--- config.mk ---
export PLATFORM = sky130hd
export DESIGN_NAME = buffer_status_and_impedance_regs
export DESIGN_NICKNAME = d
export VERILOG_FILES = /design/src/pkg/buf_regs_pkg.sv /design/src/logic/pin_sync.sv /design/src/logic/buffer_status_and_impedance_regs.sv
export SDC_FILE = /design/constraint.sdc
export NUM_CORES = 1
export LEC_CHECK = 0
export ABC_AREA = 1
export CAP_MARGIN = 40
export CORE_UTILIZATION = 40
export CTS_CLUSTER_SIZE = 28
export DETAILED_ROUTE_END_ITERATION = 12
export DONT_BUFFER_PORTS = 1
export HOLD_SLACK_MARGIN = 0.05
export MAX_ROUTING_LAYER = met4
export PLACE_DENSITY = 0.6
export RECOVER_POWER = 25
export SYNTH_ARGS = -nofsm -noshare
export SYNTH_HDL_FRONTEND = slang
export SYNTH_SLANG_ARGS = --single-unit
--- constraint.sdc ---
create_clock -name clk -period 2.2 [get_ports clk]
set_input_delay 0.11 -clock clk [delete_from_list [all_inputs] [get_ports clk]]
set_output_delay 0.11 -clock clk [all_outputs]
set_load 0.01 [all_outputs]
--- src/pkg/buf_regs_pkg.sv ---
// Constants, types and carriers for the status and impedance register slice
package buf_regs_pkg;
    // Register addresses
    localparam logic [7:0] CFG_ADDR = 8'h13;
    localparam logic [7:0] ZLOW_ADDR = 8'h14;
    localparam logic [7:0] ZHIGH_ADDR = 8'h15;
    // Config and status field positions
    localparam int CFG_RSVD_MSB = 7;
    localparam int CFG_RSVD_LSB = 5;
    localparam int CFG_EVER_BIT = 4;
    localparam int CFG_KEEP_BIT = 3;
    localparam int CFG_SDA_TO_BIT = 2;
    localparam int CFG_PRESENT_BIT = 0;
    // Reset values
    localparam logic [2:0] CFG_RSVD_RST = 3'h0;
    localparam logic CFG_KEEP_RST = 1'b1;
    localparam logic CFG_SDA_TO_RST = 1'b1;
    localparam logic [7:0] ZLOW_RST = 8'h00;
    localparam logic [7:0] ZHIGH_RST = 8'hFF;
    localparam logic [7:0] RD_RST = 8'h00;
    localparam int NUM_OUT = 8;
    // Timing
    localparam int unsigned CLK_HZ = 10_000_000;
    localparam int unsigned TIMEOUT_US = 25_000;
    localparam int unsigned TIMEOUT_CYC = TIMEOUT_US * (CLK_HZ / 1_000_000);
    localparam int TO_W = 18;
    localparam logic [1:0] SETTLE_CYC = 2'h3;

    typedef enum logic [1:0] {
        Z_85 = 2'b00,
        Z_100 = 2'b01,
        Z_34 = 2'b10
    } zout_type;

    typedef enum logic [1:0] {
        STRAP_LOW = 2'b00,
        STRAP_MID = 2'b01,
        STRAP_HIGH = 2'b10
    } strap_type;

    typedef enum logic [1:0] {
        ST_SETTLE = 2'b00,
        ST_LOAD = 2'b01,
        ST_RUN = 2'b10
    } boot_type;

    typedef struct packed {
        logic wr_en;
        logic [7:0] addr;
        logic [7:0] wr_data;
    } reg_req_type;
endpackage : buf_regs_pkg

--- src/logic/pin_sync.sv ---
// Three-stage pin synchroniser that passes a change once stages two and three agree
`timescale 1ns/1ns
`default_nettype none
module pin_sync #(
    parameter int W = 1,
    parameter logic [W-1:0] RST_VAL = '0
) (
    // Clock and reset
    input wire logic clk,
    input wire logic rst_b,
    // Pin in, filtered level out
    input wire logic [W-1:0] d,
    output logic [W-1:0] q
);
    logic [W-1:0] s1_ff;
    logic [W-1:0] s2_ff;
    logic [W-1:0] s3_ff;

    always_ff @(posedge clk) begin
        if (!rst_b) begin
            s1_ff <= RST_VAL;
            s2_ff <= RST_VAL;
            s3_ff <= RST_VAL;
        end else begin
            s1_ff <= d;
            s2_ff <= s1_ff;
            s3_ff <= s2_ff;
        end
    end

    always_ff @(posedge clk) begin
        if (!rst_b) begin
            q <= RST_VAL;
        end else begin
            for (int i = 0; i < W; i++) begin
                if (s2_ff[i] == s3_ff[i]) begin
                    q[i] <= s3_ff[i];
                end
            end
        end
    end
endmodule : pin_sync
`default_nettype wire

--- src/logic/buffer_status_and_impedance_regs.sv ---
// Config/status and output impedance registers with bus timeout monitors
`timescale 1ns/1ns
`default_nettype none
// Summary of operation
// The clock-ever-seen flag starts at 0, sets on first clock detect, and stays set.
// On power-down pin low, config is kept if keep-config is 1, cleared if 0; it resets to 1.
// A high-low-high power-down pin cycle with keep-config at 0 restores it to 1.
// The data-line timeout monitor runs only while its enable bit is 1, which is its reset value.
// The clock-line timeout monitor always runs, and either monitor releases a hung bus.
// The input-clock-present bit shows the detector state live and resets to 0.
// A low strap at power-up clears both low and high impedance bits of every output.
// A mid strap at power-up clears each low bit and sets each high bit.
// A high strap at power-up sets each low bit and clears each high bit.
// With the high bit 0, the low bit picks 85 ohm when 0 and 100 ohm when 1.
// The low impedance register holds one read-write bit per output, bit n for output n, reset 0.
// With the high bit 1 the output drives 34 ohm regardless of the low bit.
// Writes to read-only status bits are ignored and they keep showing hardware state.
module buffer_status_and_impedance_regs #(
    parameter int unsigned TIMEOUT_CYCLES = buf_regs_pkg::TIMEOUT_CYC
) (
    // Clock and reset
    input wire logic clk,
    input wire logic rst_b,
    // Register port from the bus protocol engine
    input wire buf_regs_pkg::reg_req_type reg_req,
    output logic [7:0] rd_data,
    // Device pins
    input wire logic power_good_down_pin,
    input wire logic input_clock_detect,
    input wire logic [1:0] impedance_strap_pin,
    input wire logic scl_in,
    input wire logic sda_in,
    // Bus release pulses
    output logic scl_release,
    output logic sda_release,
    // Per-output drive impedance code, two bits per output
    output logic [2*buf_regs_pkg::NUM_OUT-1:0] out_impedance
);
    localparam logic [buf_regs_pkg::TO_W-1:0] TO_LIMIT =
        buf_regs_pkg::TO_W'(TIMEOUT_CYCLES);

    logic pd_q;
    logic det_q;
    logic [1:0] strap_q;
    logic [1:0] bus_q;
    logic pd_prev_ff;
    logic clear_pend_ff;
    logic ever_ff;
    logic keep_ff;
    logic sda_to_en_ff;
    logic [2:0] rsvd_ff;
    logic [7:0] zlow_ff;
    logic [7:0] zhigh_ff;
    logic [1:0] settle_ff;
    buf_regs_pkg::boot_type st_ff;
    logic [buf_regs_pkg::TO_W-1:0] to_cnt_ff [2];
    logic [1:0] release_ff;
    logic pd_fall;
    logic pd_rise;
    logic cfg_clear;
    logic wr_cfg;
    logic wr_zlow;
    logic wr_zhigh;
    logic [1:0] mon_en;
    logic [1:0] strap_z;

    // Strap level to {high, low} impedance bits
    function automatic logic [1:0] strap_bits(input logic [1:0] lvl);
        case (buf_regs_pkg::strap_type'(lvl))
            buf_regs_pkg::STRAP_LOW: strap_bits = 2'b00;
            buf_regs_pkg::STRAP_MID: strap_bits = 2'b10;
            buf_regs_pkg::STRAP_HIGH: strap_bits = 2'b01;
            default: strap_bits = 2'b10;
        endcase
    endfunction : strap_bits
    // High and low select bits to drive impedance
    function automatic buf_regs_pkg::zout_type zdec(input logic hi,
                                                    input logic lo);
        zdec = hi ? buf_regs_pkg::Z_34 :
               lo ? buf_regs_pkg::Z_100 : buf_regs_pkg::Z_85;
    endfunction : zdec
    pin_sync #(.W(1), .RST_VAL(1'b1)) u_pd_sync (
        .clk(clk),
        .rst_b(rst_b),
        .d(power_good_down_pin),
        .q(pd_q)
    );
    pin_sync #(.W(1), .RST_VAL(1'b0)) u_det_sync (
        .clk(clk),
        .rst_b(rst_b),
        .d(input_clock_detect),
        .q(det_q)
    );
    pin_sync #(.W(2), .RST_VAL(2'b00)) u_strap_sync (
        .clk(clk),
        .rst_b(rst_b),
        .d(impedance_strap_pin),
        .q(strap_q)
    );
    pin_sync #(.W(2), .RST_VAL(2'b11)) u_bus_sync (
        .clk(clk),
        .rst_b(rst_b),
        .d({sda_in, scl_in}),
        .q(bus_q)
    );

    assign pd_fall = pd_prev_ff & ~pd_q;
    assign pd_rise = ~pd_prev_ff & pd_q;
    assign cfg_clear = pd_fall & ~keep_ff;
    assign wr_cfg = reg_req.wr_en && reg_req.addr == buf_regs_pkg::CFG_ADDR;
    assign wr_zlow = reg_req.wr_en && reg_req.addr == buf_regs_pkg::ZLOW_ADDR;
    assign wr_zhigh = reg_req.wr_en && reg_req.addr == buf_regs_pkg::ZHIGH_ADDR;
    assign mon_en = {sda_to_en_ff, 1'b1};
    assign strap_z = strap_bits(strap_q);

    always_ff @(posedge clk) begin
        if (!rst_b) begin
            pd_prev_ff <= 1'b1;
        end else begin
            pd_prev_ff <= pd_q;
        end
    end

    // Power-up strap sampling once the pin filters settle
    always_ff @(posedge clk) begin
        if (!rst_b) begin
            st_ff <= buf_regs_pkg::ST_SETTLE;
            settle_ff <= 2'h0;
        end else begin
            case (st_ff)
                buf_regs_pkg::ST_SETTLE: begin
                    settle_ff <= settle_ff + 2'h1;
                    if (settle_ff == buf_regs_pkg::SETTLE_CYC) begin
                        st_ff <= buf_regs_pkg::ST_LOAD;
                    end
                end
                buf_regs_pkg::ST_LOAD: st_ff <= buf_regs_pkg::ST_RUN;
                buf_regs_pkg::ST_RUN: begin
                    if (pd_rise && clear_pend_ff) begin
                        st_ff <= buf_regs_pkg::ST_LOAD;
                    end
                end
                default: st_ff <= buf_regs_pkg::ST_SETTLE;
            endcase
        end
    end

    // Pending restore after a clearing power-down
    always_ff @(posedge clk) begin
        if (!rst_b) begin
            clear_pend_ff <= 1'b0;
        end else if (cfg_clear) begin
            clear_pend_ff <= 1'b1;
        end else if (pd_rise) begin
            clear_pend_ff <= 1'b0;
        end
    end

    always_ff @(posedge clk) begin
        if (!rst_b) begin
            keep_ff <= buf_regs_pkg::CFG_KEEP_RST;
        end else if (pd_rise && clear_pend_ff) begin
            keep_ff <= 1'b1;
        end else if (wr_cfg) begin
            keep_ff <= reg_req.wr_data[buf_regs_pkg::CFG_KEEP_BIT];
        end
    end

    always_ff @(posedge clk) begin
        if (!rst_b || cfg_clear) begin
            sda_to_en_ff <= buf_regs_pkg::CFG_SDA_TO_RST;
            rsvd_ff <= buf_regs_pkg::CFG_RSVD_RST;
        end else if (wr_cfg) begin
            sda_to_en_ff <= reg_req.wr_data[buf_regs_pkg::CFG_SDA_TO_BIT];
            rsvd_ff <= reg_req.wr_data[buf_regs_pkg::CFG_RSVD_MSB:
                                       buf_regs_pkg::CFG_RSVD_LSB];
        end
    end

    // Sticky acquire flag, only hardware sets it
    always_ff @(posedge clk) begin
        if (!rst_b) begin
            ever_ff <= 1'b0;
        end else if (det_q) begin
            ever_ff <= 1'b1;
        end
    end

    // Impedance select bits
    generate
        for (genvar n = 0; n < buf_regs_pkg::NUM_OUT; n++) begin : g_out
            always_ff @(posedge clk) begin
                if (!rst_b) begin
                    zlow_ff[n] <= buf_regs_pkg::ZLOW_RST[n];
                    zhigh_ff[n] <= buf_regs_pkg::ZHIGH_RST[n];
                end else if (st_ff == buf_regs_pkg::ST_LOAD) begin
                    zlow_ff[n] <= strap_z[0];
                    zhigh_ff[n] <= strap_z[1];
                end else if (cfg_clear) begin
                    zlow_ff[n] <= buf_regs_pkg::ZLOW_RST[n];
                    zhigh_ff[n] <= buf_regs_pkg::ZHIGH_RST[n];
                end else if (wr_zlow) begin
                    zlow_ff[n] <= reg_req.wr_data[n];
                end else if (wr_zhigh) begin
                    zhigh_ff[n] <= reg_req.wr_data[n];
                end
            end
            always_ff @(posedge clk) begin
                if (!rst_b) begin
                    out_impedance[2*n +: 2] <= buf_regs_pkg::Z_85;
                end else begin
                    out_impedance[2*n +: 2] <=
                        zdec(zhigh_ff[n], zlow_ff[n]);
                end
            end

        end
    endgenerate
    // Bus timeout monitors, index 0 clock line, index 1 data line
    generate
        for (genvar i = 0; i < 2; i++) begin : g_mon
            always_ff @(posedge clk) begin
                if (!rst_b || bus_q[i] || !mon_en[i]) begin
                    to_cnt_ff[i] <= '0;
                end else if (to_cnt_ff[i] != TO_LIMIT) begin
                    to_cnt_ff[i] <= to_cnt_ff[i] + 1'b1;
                end
            end
            always_ff @(posedge clk) begin
                if (!rst_b) begin
                    release_ff[i] <= 1'b0;
                end else begin
                    release_ff[i] <= mon_en[i] && !bus_q[i] &&
                        to_cnt_ff[i] == TO_LIMIT - 1'b1;
                end
            end
        end
    endgenerate
    assign scl_release = release_ff[0];
    assign sda_release = release_ff[1];
    // Read data, one cycle after the address
    always_ff @(posedge clk) begin
        if (!rst_b) begin
            rd_data <= buf_regs_pkg::RD_RST;
        end else begin
            case (reg_req.addr)
                buf_regs_pkg::CFG_ADDR:
                    rd_data <= {rsvd_ff, ever_ff, keep_ff, sda_to_en_ff,
                                1'b0, det_q};
                buf_regs_pkg::ZLOW_ADDR: rd_data <= zlow_ff;
                buf_regs_pkg::ZHIGH_ADDR: rd_data <= zhigh_ff;
                default: rd_data <= buf_regs_pkg::RD_RST;
            endcase
        end
    end
endmodule : buffer_status_and_impedance_regs
`default_nettype wire

==> results by group <==
Global route
  – GRT overflow: 0
  – First-pass GRT wire length: 18940 microns
  – Overall fraction of global-route tracks in use: about a fifth
  – Largest net degree at the start of global routing: 51
  – Initial antenna violation count: 0
  – Vias in the first global route: 4241

Route
  – Routed Antenna Nets: 0
  – DRC: 0
  – Wire per inst: 12.53 microns
  – Starting DRC count in detailed routing: 141
  – Routed via count: 4273
  – Vias/cell: between 4 and 5
  – DRT Pass-1 Iters: 7
  – Drt total wl: ~11000 microns

Die
  – Ports: between 50 and 60
  – Die H: ~120 microns
  – Starting Density: between 40 and 50%
  – Chip Width: roughly 120 microns
  – Total die area: approximately 14000 sq um
  – Core area: around 13000 sq um
  – Row count: 41

Place
  – Number of I/O port buffers: 0
  – Final GP Congestion: 0.8694
  – DP Wirelength: ~7500 microns

Worst setup path
  – CP startpoint kind: register
  – CP Class: reg2reg
  – WP data required: 2490 ps
  – Worst-path fanout max: 26
  – Crit. End Element: register
  – Critical path arrival: 2320 ps

STA
  – Total negative setup slack: 0 ps
  – Slew Limit Fails: 0
  – Worst slew margin: roughly 69%
  – Unrepaired setup endpoints after global routing: false
  – Final Hold Slack: 81.62 ps
  – Endpoints failing hold: 0
  – Final Critical Period: 2029 ps
  – F_max: 493.0 MHz
  – Worst slew pin tran: approximately 470 ps
  – Clock Skew: around 8.4 ps
  – Period utilization: 92.21%
  – Finish-stage setup viols: 0

Final layout
  – Final Util: 49.13%
  – Final nets: about 740
  – Area grow syn2layout: 18.73%
  – Register area: 2643 sq um
  – Layout cells sized above 1: between 10% and 20%
  – # fillers: 1260
  – Multi-input gate area: 2191 sq um
  – # diodes: 0

CTS
  – CTS root buf: clkbuf_16
  – H-tree depth: 4
  – CTS tree: done
  – Worst-Skew Late Latency: 410 ps
  – Clock tree buffer depth: 2
  – CTS buffer count: 17
  – Sink Count: 114
  – Reg clk slew, reported paths: 50 ps
  – Setup bufs post-CTS: 0

Synth
  – Ys Warns: 0
  – Simple-gate area share of the yosys netlist: between 30% and 40%
  – Mux cell area share after synthesis: 0%
  – Post-Synth XOR/XNOR Area: under 10%
  – Seq/Total Area, Yosys: 50.19%
  – EDFF count, synth: 36
  – Post-synthesis adder-cell area fraction: 1.188%
  – Compound-gate portion of the synthesized area: 5.513%
  – Largest family of logic cells by synthesized area: simple AND/OR/NAND/NOR gates
  – Top FF cell, synth: dfxtp_1
  – #FFs+latches synth: 114
  – Mapped Area: 5265 sq um
  – Avg Inst Size Synth: 7.894 sq um
  – Synth cell types: 35
  – Syn Nets: 697
  – Async set or reset register ratio after synthesis: 0%
  – Gate Count Post-Synth: 667

Outcome
  – Status: completed

Power and ir drop
  – Peak VDD IR: 0.0004607 V
  – Leak Pwr: 2.531 nW
  – Pwr Density: 845.5 nW/um^2

Flow run
  – Max_cap viols: 0

Hold path
  – Hold crit path type: in2reg
[layer usage]
layer	part of all wire [%]	track usage, %	vias to the layer above
li1	-	-	2189
met1	45	21.83	1960
met2	48	29.51	102
met3	4.4	4.670	22
met4	2.1	9.958	0
met5	0	-	-
[layout by cell type (no fill, tap or decap), types with 2 or more instances in the layout]
master,Yosys,routed
dlygate4sd3_1,0,26
xor2_1,11,11
o21ai_0,18,18
or2_2,10,10
nand2_1,155,155
edfxtp_1,36,36
clkbuf_16,0,18
nor3_1,12,12
a21oi_1,34,34
inv_4,2,2
ha_1,5,5
clkinv_2,0,5
inv_2,5,5
nand4_1,7,7
nand3_2,3,3
nand2_2,7,7
nor3_2,3,3
nor2_1,95,95
nand3_1,59,59
clkbuf_1,5,3
nand2_4,2,2
nor2_4,6,6
nor2_2,7,7
inv_1,85,85
or2_0,3,3
clkbuf_8,0,4
xnor2_1,4,4
buf_4,1,4
dfxtp_1,78,78
[where the power goes]
group | internal (W) | leakage, nW | switching [W] | total, W
sequential | 0.00228 | 1.08 | 0.0000888 | 0.00237
clock | 0.00160 | 0.274 | 0.000882 | 0.00248
combinational | 0.000192 | 1.18 | 0.000248 | 0.000439
total | 0.00407 | 2.53 | 0.00122 | 0.00529
[cells in the mapped netlist (10+ instances only)]
master / instances / share of area, %
a21oi_1: 34 / 3.2
dfxtp_1: 78 / 30
edfxtp_1: 36 / 21
inv_1: 85 / 6.1
nand2_1: 155 / 11
nand3_1: 59 / 5.6
nor2_1: 95 / 6.8
nor3_1: 12 / 1.1
o21ai_0: 18 / 1.7
or2_2: 10 / 1.2
xor2_1: 11 / 1.8
[sequential cells by signal (all words and copies together) (netlist names), 2 cells and up]
signal,count
rsvd_ff,3
u_bus_sync.s1_ff,2
u_strap_sync.q,2
settle_ff,2
u_strap_sync.s1_ff,2
u_bus_sync.s2_ff,2
u_strap_sync.s3_ff,2
st_ff,2
zlow_ff,8
out_impedance,16
u_bus_sync.q,2
to_cnt_ff,36
rd_data,8
u_strap_sync.s2_ff,2
zhigh_ff,8
u_bus_sync.s3_ff,2
[per-stage QoR]
| stage | total power (W) | cell area [sq um] | cells | worst slack (ps) |
|---|---|---|---|---|
| after floorplan | 0.002705 | 5265 | 667 | 285.8 |
| after global placement | 0.002750 | 5429 | 831 | 505.2 |
| after detailed placement | 0.002759 | 5429 | 831 | 430.7 |
| after CTS | 0.005327 | 6251 | 888 | 227.7 |
| after global routing | 0.005497 | 6251 | 888 | 61.24 |
| final | 0.005285 | 6251 | 888 | 171.5 |
[area by class of cell]
type	instances	share of cell area (%)
Tap cell	172	3.443
Clock inverter	5	0.4003
Sequential cell	114	42.27
Timing Repair Buffer	31	4.964
Inverter	92	5.604
Multi-Input combinational cell	449	35.05
Clock buffer	25	8.267
[cell families after synthesis]
group                    Yosys count
AND/OR/NAND/NOR                  373
flip-flops                       114
buffers and inverters            104
AO/OA/AOI/OAI                     56
XOR/XNOR                          15
adder cells (fa/ha/maj)            5
[worst paths after layout]
check / startpoint / endpoint / slack (ps) / cells after the start
min reg2reg: u_det_sync.s1_ff / u_det_sync.s2_ff / 410 / 2
max reg2reg: st_ff[1] / zhigh_ff[3] / 170 / 8
max: st_ff[1] / zhigh_ff[3] / 170 / 8
min: reg_req[13] / rd_data[1] / 80 / 5
[what timing repair did]
action | CTS | global route
hold buffers | 27 | 0
endpoints found under the hold margin | 57 | 0
gates resized for setup | 0 | 0
[critical path: stages, from the launching register on]
cell	delay [ps]
dfxtp_1	440
nor2_4	70
inv_4	100
nand2_4	100
inv_4	240
nand2_2	190
nand2_1	120
nand3_1	70
dlygate4sd3_1	570
Power figures use the tool's default switching activity.
